`config.mk`:
```
export PLATFORM = sky130hd
export DESIGN_NAME = eph_engine
export DESIGN_NICKNAME = d
export VERILOG_FILES = /design/src/hdl/eph_pkg.sv /design/src/hdl/eph_engine.sv
export SDC_FILE = /design/constraint.sdc
export NUM_CORES = 1
export LEC_CHECK = 0
export ABC_CLOCK_PERIOD_IN_PS = 2350
export BUFFER_PORTS_ARGS = -buffer_cell sky130_fd_sc_hd__buf_2
export CORE_MARGIN = 1
export CORE_UTILIZATION = 52
export CTS_BUF_LIST = sky130_fd_sc_hd__clkbuf_16
export CTS_CLUSTER_DIAMETER = 200
export CTS_CLUSTER_SIZE = 30
export DETAILED_ROUTE_END_ITERATION = 8
export PLACE_DENSITY_LB_ADDON = 0.25
export SLEW_MARGIN = 40
export SYNTH_ARGS = -nofsm -noshare
export SYNTH_HDL_FRONTEND = slang
export SYNTH_SLANG_ARGS = --single-unit
```
`constraint.sdc`:
```
create_clock -name clk -period 2.35 [get_ports clk]
set_input_delay 0.3525 -clock clk [delete_from_list [all_inputs] [get_ports clk]]
set_output_delay 0.3525 -clock clk [all_outputs]
set_load 0.03 [all_outputs]
```
`src/hdl/eph_pkg.sv`:
```
// Constants for the parallel port handshake engine
package eph_pkg;
	localparam int CLK_PERIOD_NS = 50;
	// Glitch filter: input must be stable 75..130 ns
	localparam int FILTER_MIN_NS = 75;
	localparam int FILTER_CYC    = (FILTER_MIN_NS + CLK_PERIOD_NS - 1) / CLK_PERIOD_NS;
	// Compatible-mode strobe timing
	localparam int DATA_SETUP_NS = 600;
	localparam int STB_WIDTH_NS  = 600;
	localparam int DATA_HOLD_NS  = 450;
	localparam int BUSY_GAP_NS   = 680;
	localparam int SETUP_CYC     = (DATA_SETUP_NS + CLK_PERIOD_NS - 1) / CLK_PERIOD_NS;
	localparam int WIDTH_CYC     = (STB_WIDTH_NS + CLK_PERIOD_NS - 1) / CLK_PERIOD_NS;
	localparam int HOLD_CYC      = (DATA_HOLD_NS + CLK_PERIOD_NS - 1) / CLK_PERIOD_NS;
	localparam int GAP_CYC       = (BUSY_GAP_NS + CLK_PERIOD_NS - 1) / CLK_PERIOD_NS;
	// ECP response limit after a filtered edge
	localparam int RESP_MAX_NS   = 200;
	localparam int RESP_CYC      = RESP_MAX_NS / CLK_PERIOD_NS;
	localparam int CNT_W         = 5;
	localparam logic [1:0] MODE_COMPAT_FIFO = 2'h0;
	localparam logic [1:0] MODE_ECP         = 2'h1;
	localparam logic [1:0] MODE_EPP         = 2'h2;

	typedef enum logic [2:0] {
		EPH_IDLE    = 3'b000,
		EPH_SETUP   = 3'b001,
		EPH_STROBE  = 3'b010,
		EPH_RELEASE = 3'b011,
		EPH_HOLD    = 3'b100,
		EPH_REV_ACK = 3'b101,
		EPH_REV_END = 3'b110
	} eph_state_t;
endpackage

```
`src/hdl/eph_engine.sv`:
```
// Parallel port transfer engine: compatible FIFO mode and ECP handshakes
// Notes on behaviour
// - In compatible FIFO mode forward bytes are paced by Busy alone and acknowledge is ignored; the code also times setup, strobe width, hold and gap.
// - In forward idle the strobe stays high and the peripheral keeps Busy low.
// - Forward byte: wait Busy low, drive data, drop strobe, Busy rises, raise strobe, Busy falls.
// - A Busy change counts only after it has been stable for the filter interval.
// - In ECP mode, with a byte waiting the next strobe starts within 200 ns of Busy seen low; else it waits.
// - In reverse idle the peripheral keeps acknowledge high and the port keeps host-ack low.
// - Reverse byte: host-ack low, ack falls, host-ack rises, ack rises, byte taken, host-ack low.
// - Reverse transfers stall with host-ack low while the FIFO is full or terminal count is in.
// - An acknowledge change counts only after it has been stable for the filter interval.
// - Compatible data holds until Busy falls or the hold time passes, whichever is later.
// - Lines use push-pull drivers in ECP mode, open collector otherwise, switched glitch free; the code drives the data lines push-pull in every mode.
// - The EPP write/read line follows the port direction bit, set to one for reads.
`timescale 1ns/1ps
module eph_engine (
	input  wire logic       clk,                // 20 MHz clock
	input  wire logic       rst_b,              // Async reset, active low
	input  wire logic [1:0] mode,               // Port mode select
	input  wire logic       port_direction_bit, // 1 = reverse / EPP read
	input  wire logic [7:0] tx_data,            // FIFO head byte
	input  wire logic       tx_valid,           // FIFO holds a byte
	output logic            tx_ready,           // Pop pulse for FIFO head
	output logic [7:0]      rx_data,            // Captured reverse byte
	output logic            rx_valid,           // Push pulse for reverse byte
	input  wire logic       rx_room,            // FIFO can take a byte
	input  wire logic       term_count,         // DMA terminal count seen
	input  wire logic       busy_in,            // Busy / PeriphAck pin
	input  wire logic       ack_n_in,           // nAck / PeriphClk pin
	input  wire logic       fault_n_in,         // nFault / nPeriphRequest pin
	input  wire logic [7:0] cable_data_in,      // Data pins, input side
	output logic [7:0]      cable_data_lines,   // Data pins, output value
	output logic [7:0]      cable_data_oe_b,    // Data pin enables, low drives
	output logic            strobe_n_out,       // nStrobe value
	output logic            strobe_oe_b,        // nStrobe enable, low drives
	output logic            autofd_n_out,       // nAutoFd value
	output logic            autofd_oe_b,        // nAutoFd enable, low drives
	output logic            epp_write_n,        // EPP write/read line
	output logic            periph_request      // Registered reverse request, forward direction only
);
	logic       busy_f, next_busy_f, ack_f, next_ack_f;
	logic [eph_pkg::CNT_W-1:0] busy_cnt, next_busy_cnt, ack_cnt, next_ack_cnt;
	logic [eph_pkg::CNT_W-1:0] cnt, next_cnt;
	eph_pkg::eph_state_t state, next_state;
	logic       next_tx_ready, next_rx_valid, next_strobe_n, next_autofd_n;
	logic [7:0] next_rx_data, next_data, next_data_oe_b;
	logic       next_strobe_oe_b, next_autofd_oe_b, next_epp_write_n, next_req;
	logic       ecp, compat;

	assign ecp    = (mode == eph_pkg::MODE_ECP);
	assign compat = (mode == eph_pkg::MODE_COMPAT_FIFO);

	// Stability filter: the new level is taken only after it persists
	function automatic logic [eph_pkg::CNT_W:0] filt(input logic pin, input logic cur,
		input logic [eph_pkg::CNT_W-1:0] c);
		if (pin == cur)
			filt = {cur, {eph_pkg::CNT_W{1'b0}}};
		else if (c >= eph_pkg::CNT_W'(eph_pkg::FILTER_CYC - 1))
			filt = {pin, {eph_pkg::CNT_W{1'b0}}};
		else
			filt = {cur, c + 1'b1};
	endfunction

	// Filtered handshake inputs
	always_comb begin
		{next_busy_f, next_busy_cnt} = filt(busy_in, busy_f, busy_cnt);
		{next_ack_f, next_ack_cnt}   = filt(ack_n_in, ack_f, ack_cnt);
	end

	always_ff @(posedge clk or negedge rst_b) begin
		if (!rst_b) begin
			busy_f   <= 1'b0;
			busy_cnt <= '0;
			ack_f    <= 1'b1;
			ack_cnt  <= '0;
		end else begin
			busy_f   <= next_busy_f;
			busy_cnt <= next_busy_cnt;
			ack_f    <= next_ack_f;
			ack_cnt  <= next_ack_cnt;
		end
	end

	// Transfer sequencer
	always_comb begin
		next_state     = state;
		next_cnt       = (cnt == '0) ? cnt : cnt - 1'b1;
		next_tx_ready  = 1'b0;
		next_rx_valid  = 1'b0;
		next_rx_data   = rx_data;
		next_data      = cable_data_lines;
		next_strobe_n  = strobe_n_out;
		next_autofd_n  = autofd_n_out;
		case (state)
			eph_pkg::EPH_IDLE: begin
				next_strobe_n = 1'b1;
				next_autofd_n = port_direction_bit ? 1'b0 : autofd_n_out;
				if (port_direction_bit && ecp) begin
					// Stall by leaving host-ack low
					if (!ack_f && rx_room && !term_count) begin
						next_autofd_n = 1'b1;
						next_state    = eph_pkg::EPH_REV_ACK;
					end
				end else if (!port_direction_bit && (ecp || compat) && tx_valid
					&& !busy_f && cnt == '0) begin
					next_data     = tx_data;
					next_tx_ready = 1'b1;
					if (ecp) begin
						next_strobe_n = 1'b0;
						next_state    = eph_pkg::EPH_STROBE;
					end else begin
						next_cnt   = eph_pkg::CNT_W'(eph_pkg::SETUP_CYC - 1);
						next_state = eph_pkg::EPH_SETUP;
					end
				end
			end
			eph_pkg::EPH_SETUP: begin
				if (cnt == '0) begin
					next_strobe_n = 1'b0;
					next_cnt      = eph_pkg::CNT_W'(eph_pkg::WIDTH_CYC - 1);
					next_state    = eph_pkg::EPH_STROBE;
				end
			end
			eph_pkg::EPH_STROBE: begin
				// ECP waits for Busy; compatible strobe is timed only
				if (ecp ? busy_f : (cnt == '0)) begin
					next_strobe_n = 1'b1;
					next_cnt      = eph_pkg::CNT_W'(eph_pkg::HOLD_CYC - 1);
					next_state    = ecp ? eph_pkg::EPH_RELEASE : eph_pkg::EPH_HOLD;
				end
			end
			eph_pkg::EPH_RELEASE: begin
				if (!busy_f) begin
					next_cnt   = '0;
					next_state = eph_pkg::EPH_IDLE;
				end
			end
			eph_pkg::EPH_HOLD: begin
				// Data stays on the pins until replaced by the next byte
				if (cnt == '0 && !busy_f) begin
					next_cnt   = eph_pkg::CNT_W'(eph_pkg::GAP_CYC - 1);
					next_state = eph_pkg::EPH_IDLE;
				end
			end
			eph_pkg::EPH_REV_ACK: begin
				if (ack_f) begin
					next_rx_data  = cable_data_in;
					next_rx_valid = 1'b1;
					next_autofd_n = 1'b0;
					next_state    = eph_pkg::EPH_REV_END;
				end
			end
			eph_pkg::EPH_REV_END: next_state = eph_pkg::EPH_IDLE;
			default: next_state = eph_pkg::EPH_IDLE;
		endcase
	end

	// Driver type and direction; push-pull enables are set only between transfers
	always_comb begin
		next_epp_write_n = port_direction_bit;
		next_req         = !fault_n_in && !port_direction_bit;
		next_data_oe_b   = port_direction_bit ? 8'hFF : 8'h00;
		next_strobe_oe_b = strobe_oe_b;
		next_autofd_oe_b = autofd_oe_b;
		if (state == eph_pkg::EPH_IDLE) begin
			// Open collector: enable only while pulling low
			next_strobe_oe_b = ecp ? 1'b0 : next_strobe_n;
			next_autofd_oe_b = ecp ? 1'b0 : next_autofd_n;
		end else if (!ecp) begin
			next_strobe_oe_b = next_strobe_n;
			next_autofd_oe_b = next_autofd_n;
		end
	end

	always_ff @(posedge clk or negedge rst_b) begin
		if (!rst_b) begin
			state            <= eph_pkg::EPH_IDLE;
			cnt              <= '0;
			tx_ready         <= 1'b0;
			rx_valid         <= 1'b0;
			rx_data          <= 8'h00;
			cable_data_lines <= 8'h00;
			cable_data_oe_b  <= 8'hFF;
			strobe_n_out     <= 1'b1;
			strobe_oe_b      <= 1'b1;
			autofd_n_out     <= 1'b1;
			autofd_oe_b      <= 1'b1;
			epp_write_n      <= 1'b1;
			periph_request   <= 1'b0;
		end else begin
			state            <= next_state;
			cnt              <= next_cnt;
			tx_ready         <= next_tx_ready;
			rx_valid         <= next_rx_valid;
			rx_data          <= next_rx_data;
			cable_data_lines <= next_data;
			cable_data_oe_b  <= next_data_oe_b;
			strobe_n_out     <= next_strobe_n;
			strobe_oe_b      <= next_strobe_oe_b;
			autofd_n_out     <= next_autofd_n;
			autofd_oe_b      <= next_autofd_oe_b;
			epp_write_n      <= next_epp_write_n;
			periph_request   <= next_req;
		end
	end

	strobe_idle_a: assert property (@(posedge clk) disable iff (!rst_b)
		(state == eph_pkg::EPH_IDLE && $past(state) == eph_pkg::EPH_IDLE) |-> strobe_n_out)
		else $error("strobe low in idle");
	busy_filter_a: assert property (@(posedge clk) disable iff (!rst_b)
		$changed(busy_f) |-> $past(busy_in) == busy_f && $past(busy_in, 2) == busy_f)
		else $error("busy change not filtered");
	ack_filter_a: assert property (@(posedge clk) disable iff (!rst_b)
		$changed(ack_f) |-> $past(ack_n_in) == ack_f && $past(ack_n_in, 2) == ack_f)
		else $error("ack change not filtered");
	ecp_release_a: assert property (@(posedge clk) disable iff (!rst_b)
		(state == eph_pkg::EPH_STROBE && ecp && busy_f) |=> strobe_n_out)
		else $error("strobe not released after busy");
	ecp_next_a: assert property (@(posedge clk) disable iff (!rst_b)
		(state == eph_pkg::EPH_IDLE && ecp && !port_direction_bit && tx_valid && !busy_f
		&& cnt == '0) |=> !strobe_n_out && tx_ready)
		else $error("next strobe late");
	rev_stall_a: assert property (@(posedge clk) disable iff (!rst_b)
		(state == eph_pkg::EPH_IDLE && (!rx_room || term_count)) |=>
		state != eph_pkg::EPH_REV_ACK)
		else $error("reverse not stalled");
	rev_respond_a: assert property (@(posedge clk) disable iff (!rst_b)
		(state == eph_pkg::EPH_IDLE && ecp && port_direction_bit && !ack_f && rx_room
		&& !term_count) |=> autofd_n_out && state == eph_pkg::EPH_REV_ACK)
		else $error("reverse reply late");
	rev_capture_a: assert property (@(posedge clk) disable iff (!rst_b)
		(state == eph_pkg::EPH_REV_ACK && ack_f) |=> rx_valid && !autofd_n_out)
		else $error("reverse byte not captured");
	compat_hold_a: assert property (@(posedge clk) disable iff (!rst_b)
		(state == eph_pkg::EPH_HOLD && busy_f) |=> state == eph_pkg::EPH_HOLD)
		else $error("data released while busy");
	open_drain_a: assert property (@(posedge clk) disable iff (!rst_b)
		(!ecp && $past(!ecp) && !strobe_oe_b && state != eph_pkg::EPH_IDLE) |-> !strobe_n_out)
		else $error("open collector drives high");
	dir_line_a: assert property (@(posedge clk) disable iff (!rst_b)
		$past(port_direction_bit) |-> epp_write_n)
		else $error("direction line wrong");
endmodule

```
* Yosys cells after proc, flatten, opt, wreduce, memory -nomap -nowiden
Index checks and enable logic that the tools add are counted.
** Word-level totals
- Latch bits :: 0
- Bits in registers :: 52
- Memory bits (writable) :: 0
- Word-level logic and storage cells :: 112
- Bits in read-only memories :: 0
- Memories kept :: 0
** Cells by class
- Div/mod/pow operators :: 0
- Magnitude comparators :: 2
- Add/subtract/negate cells :: 3
- Eq/ne operators :: 16
- Multipliers :: 0
- Shift operators :: 0
- Bitwise gates (word level) :: 3
- Muxes and demuxes :: 48
- Reduce and logical (&&, ||, !) cells :: 23
** Operators with widths (count)
- 5-bit two-way mux :: 12
- 3-bit two-way mux :: 9
- 5-bit case mux with 5 select lines :: 1
- 1-bit two-way mux :: 21
- 3-bit case mux with 6 select lines :: 1
- 5-bit by 1-bit adder with 5-bit output, second input constant :: 2
- 5-bit by 1-bit >= comparator with 1-bit output, second input constant :: 2
- 2-bit inequality test, second input constant :: 5
- 1-bit logical AND :: 9
- 8-bit two-way mux :: 1
- 7-bit AND reduction :: 1
- 3-bit by 2-bit == test with 1-bit output, second input constant :: 2
- 3-bit == test, second input constant :: 2
- 3-bit inequality test, second input constant :: 2
- 2-bit AND reduction :: 3
- 1-bit logical NOT :: 5
- 5-bit logical NOT :: 1
- 5-bit by 1-bit subtractor with 5-bit output, second input constant :: 1
- 3-bit by 1-bit == test with 1-bit output, second input constant :: 1
- 3-bit logical NOT :: 1
- 1-bit inverter :: 3
- 1-bit case mux with 3 select lines :: 1
- 3-bit AND reduction :: 1
- 1-bit == test :: 2
- other kinds (6) :: 6

* Depth between registers and ports, before layout
- Depth in word-level cells :: 11
- Mapped depth :: 10
- Mapped depth without buffers :: 8

* Worst setup path before layout
No wires, ideal clock.
- Path kind :: flip-flop to flip-flop
- Start point :: register cnt[1] (netlist bit)
- End point :: register state[2]
- Data arrival time :: 2026 ps
- Setup slack :: 220 ps
- Cell stages (with the launch flop) :: 9
- Setup time :: 103 ps
- Period minus slack after synthesis :: 2130 ps
- Cells stage by stage :: dfrtp_1 inv_1 ha_1 or4b_4 buf_6 o211ai_2 o211ai_1 or2_1 o41ai_2
** Between the ends
- Longest elaborated chain between the ends :: 4
** RTL lines
- start: declaration :: RTL line eph_engine.sv:43 : logic [eph_pkg::CNT_W-1:0] cnt, next_cnt;
- start signal: assignment :: RTL line eph_engine.sv:192 : cnt <= next_cnt;
- 5-bit logical NOT *
- 1-bit two-way mux, or another cell as far along :: RTL line eph_engine.sv:126 : if (ecp ? busy_f : (cnt == '0)) begin
- 2-bit inequality test (no source line) / 3-bit inequality test (equally long branches)
- 7-bit AND reduction (no source line) *
- end signal: assignment :: RTL line eph_engine.sv:177 : state <= eph_pkg::EPH_IDLE;
- end signal: assignment :: RTL line eph_engine.sv:191 : state <= next_state;
- end: declaration :: RTL line eph_engine.sv:44 : eph_pkg::eph_state_t state, next_state;
Mark *: on every way between the ends. The rest lies on a longest branch, timed or not.
A chain may end at the register's enable or synchronous reset.

* Worst setup path after layout
Same ends and word-level chain as after synthesis.

==> run_summary.xml <==
<?xml version="1.0" encoding="UTF-8"?>
<metrics>
  <group name="detailed_routing">
    <metric name="drt_first_iter_violations" unit="">89</metric>
    <metric name="route.detailed.vias_per_inst" unit="">5.37</metric>
    <metric name="post-route-drc-count" unit="">0</metric>
    <metric name="drt-wirelength-per-cell" unit="um">13.4</metric>
    <metric name="dr_total_vias" unit="">1924</metric>
    <metric name="postRouteWirelength" unit="um">4810</metric>
    <metric name="drtAntennaViolNets" unit="">0</metric>
    <metric name="drt-pass1-iter-count" unit="">4</metric>
  </group>
  <group name="sta">
    <metric name="max_slew_margin" unit="">0.653</metric>
    <metric name="count_of_final_setup_violators" unit="">0</metric>
    <metric name="report.final.slew_viol_count" unit="">0</metric>
    <metric name="tightestPinTransition" unit="ns">0.520</metric>
    <metric name="period_share" unit="">0.952</metric>
    <metric name="worst_slack_setup_final" unit="ns">0.112</metric>
    <metric name="fin_crit" unit="ns">2.24</metric>
    <metric name="clock-skew-final" unit="ns">0.00286</metric>
    <metric name="rsz0062_at_grt" unit="">false</metric>
    <metric name="fmax" unit="MHz">447</metric>
    <metric name="timing.hold.ws" unit="ns">0.207</metric>
    <metric name="finalHoldViolCount" unit="">0</metric>
    <metric name="setup_total_negative_slack" unit="ns">0</metric>
  </group>
  <group name="global_routing">
    <metric name="grtUsageMet2" unit="">0.324</metric>
    <metric name="grt_start_max_net_pins" unit="">20</metric>
    <metric name="gr-total-overflow" unit="">0</metric>
    <metric name="grt_usage" unit="">0.220</metric>
    <metric name="first_global_vias" unit="">1581</metric>
    <metric name="most_used_routing_layer" unit="">met2</metric>
    <metric name="grt_first_pass_wirelength" unit="um">7280</metric>
    <metric name="gr-usage-met3" unit="">0.0557</metric>
    <metric name="number_of_antenna_violations_at_the_first_check_in_global_routing" unit="">0</metric>
    <metric name="grt.met1_usage" unit="">0.305</metric>
  </group>
  <group name="clock_tree">
    <metric name="htree_num_levels" unit="">2</metric>
    <metric name="clkSlewWorstSetupHoldPaths" unit="ns">0.06</metric>
    <metric name="clk_path_buf_depth" unit="">2</metric>
    <metric name="numClockSinks" unit="">44</metric>
    <metric name="cts_inserted_buffers" unit="">5</metric>
    <metric name="tritoncts_clock_tree" unit="">yes</metric>
    <metric name="clk-insertion-delay-late" unit="ns">0.28</metric>
    <metric name="ctsRootBufferMaster" unit="">clkbuf_16</metric>
  </group>
  <group name="synthesis">
    <metric name="postSynthAreaPerCell" unit="sq um">9.14</metric>
    <metric name="ys_async_sr_fraction" unit="">1.00</metric>
    <metric name="synth.top_cell.area_share" unit="">0.426</metric>
    <metric name="synthesized_instance_count" unit="">244</metric>
    <metric name="yosys_warnings" unit="">0</metric>
    <metric name="yosys_register_bits" unit="">44</metric>
    <metric name="synth_top_area_cell" unit="">dfrtp_1</metric>
    <metric name="synth.area.top_cells" unit="">dfrtp_1, nand2_1, dfstp_2</metric>
    <metric name="synth_seq_area_share" unit="">0.497</metric>
    <metric name="mappedNetlistArea" unit="sq um">2230</metric>
    <metric name="synth_cell_type_count" unit="">47</metric>
    <metric name="ys.flop_type" unit="">dfrtp_1</metric>
    <metric name="synth_edf_count" unit="">0</metric>
  </group>
  <group name="setup_path">
    <metric name="start_kind" unit="">register</metric>
    <metric name="type_of_the_setup_path_with_the_least_slack" unit="">reg2reg</metric>
    <metric name="required" unit="ns">2.53</metric>
    <metric name="arrival" unit="ns">2.42</metric>
    <metric name="cp-end-kind" unit="">register</metric>
    <metric name="crit_fanout" unit="">8</metric>
  </group>
  <group name="layout">
    <metric name="final-seq-area" unit="sq um">1110</metric>
    <metric name="drive_gt1_frac" unit="">0.295</metric>
    <metric name="n_fill_cell" unit="">324</metric>
    <metric name="final_net_count" unit="">340</metric>
    <metric name="layout_common_cells" unit="">nand2_1, buf_2, dfrtp_1, nor2_1, buf_4</metric>
    <metric name="antenna_cells_inserted" unit="">0</metric>
    <metric name="mostFrequentLayoutCell" unit="">nand2_1</metric>
    <metric name="area_delta_synth_final" unit="%">24.0</metric>
    <metric name="multiInputGateArea" unit="sq um">990</metric>
  </group>
  <group name="floorplanning">
    <metric name="core_outline_area" unit="sq um">4060</metric>
    <metric name="die_width" unit="um">67.5</metric>
    <metric name="fp-row-count" unit="">23</metric>
    <metric name="io-pin-count" unit="">59</metric>
    <metric name="die-area" unit="sq um">4550</metric>
    <metric name="initial_utilization" unit="">0.549</metric>
    <metric name="die_outline_height" unit="um">67.5</metric>
  </group>
  <group name="power_and_ir_drop">
    <metric name="power.leakage" unit="nW">1.38</metric>
    <metric name="total_power" unit="mW">3.24</metric>
    <metric name="power_density_of_the_placed_cells" unit="nW/um^2">1170</metric>
    <metric name="maximum_ir_drop_on_the_vdd_rail" unit="uV">607</metric>
  </group>
  <group name="flow_run">
    <metric name="maxCapViolations" unit="">0</metric>
  </group>
  <group name="placement">
    <metric name="numPortBuffers" unit="">58</metric>
    <metric name="dp_worst_setup_slack" unit="ns">0.0700</metric>
    <metric name="dp_hpwl" unit="um">3440</metric>
    <metric name="finalWeightedCongestion" unit="">0.894</metric>
  </group>
  <group name="min_path">
    <metric name="type_of_the_tightest_min_delay_check" unit="">in2reg</metric>
  </group>
  <group name="outcome">
    <metric name="status" unit="">finished clean</metric>
  </group>
</metrics>
## registers in the layout, summed over array words and instances (netlist names), 3 cells and up
register          count
cable_data_lines      8
cnt                   5
state                 3
busy_cnt              5
ack_cnt               5
rx_data               8
## repair_timing
item                       in CTS  in global routing
setup buffers                   0                  5
hold buffers                    1                  0
hold endpoints to repair       13                  0
setup endpoints to repair       0                  6
resized for setup               0                  2
## path summary, 6_finish.rpt
path	from	endpoint	slack, ns	cells past startpoint
worst max-delay path	cnt[1]	state[2]	0.11	7
worst min-delay path	fault_n_in	periph_request	0.21	2
max in group asynchronous	rst_b	strobe_oe_b	1.22	3
min in group asynchronous	rst_b	ack_cnt[4]	0.54	2
worst max register to register	cnt[1]	state[2]	0.11	7
worst min register to register	cable_data_lines[3]	cable_data_lines[3]	0.47	2
## stage by stage
step                      instances   util  cell area (sq um)
after floorplan                 247      -               2240
after global placement          344  0.627               2540
after detailed placement        344  0.627               2540
after CTS                       353  0.670               2720
after global routing            358  0.681               2760
final                           358  0.681               2760
## per-layer routing
metal  routed length (um)  vias to the layer above
li1                     -                      948
met4                   59                        0
met5                    0                        -
met2                 2260                       77
met3                  353                        6
met1                 2140                      893
## worst max-delay path, stage by stage (launching register included)
cell and delay, ns:
dfrtp_1 0.40, inv_1 0.07, ha_2 0.19, or4b_4 0.53, o21ai_0 0.18, o211ai_1 0.17, or2_1 0.29, o41ai_2 0.29
## where the power goes
part / total, mW / internal, mW / switching (mW)
combinational: 1.36 / 0.544 / 0.821
sequential: 1.10 / 0.950 / 0.151
clock: 0.778 / 0.499 / 0.279
## logic make-up after synthesis
group | share of synthesized area
simple gates | 0.234
other cells | 0.00168
flops | 0.497
mux | 0.00954
buf+inv | 0.0668
compound gates | 0.137
xor+xnor | 0.0196
fa+ha+maj | 0.0337
## cell usage after synthesis, types with 2 or more instances
cell type / count
nand2_1: 59
dfrtp_1: 38
nor2_1: 19
buf_4: 8
clkbuf_1: 8
inv_1: 8
o21ai_0: 8
dfstp_2: 6
ha_1: 6
nand3_1: 6
o31ai_1: 6
a21oi_1: 5
nor3_1: 5
o211ai_1: 5
nor2b_1: 4
a22oi_1: 3
a31oi_1: 3
nand3b_1: 3
nor3b_1: 3
nor4_1: 3
or3_1: 3
xnor2_1: 3
a211oi_1: 2
buf_2: 2
nand2b_1: 2
o21ai_1: 2
o21bai_1: 2
or2_1: 2
xor2_1: 2
## final cells by class
| class | instances | share of cell area |
|---|---|---|
| flip-flops and latches | 44 | 0.401 |
| multi-input cells | 174 | 0.358 |
| repair buffers | 72 | 0.144 |
| clock buffers | 5 | 0.0453 |
| well taps | 50 | 0.0226 |
| clock inverters | 3 | 0.0154 |
| inverters | 10 | 0.0136 |
(Power assumes the default switching activity.)
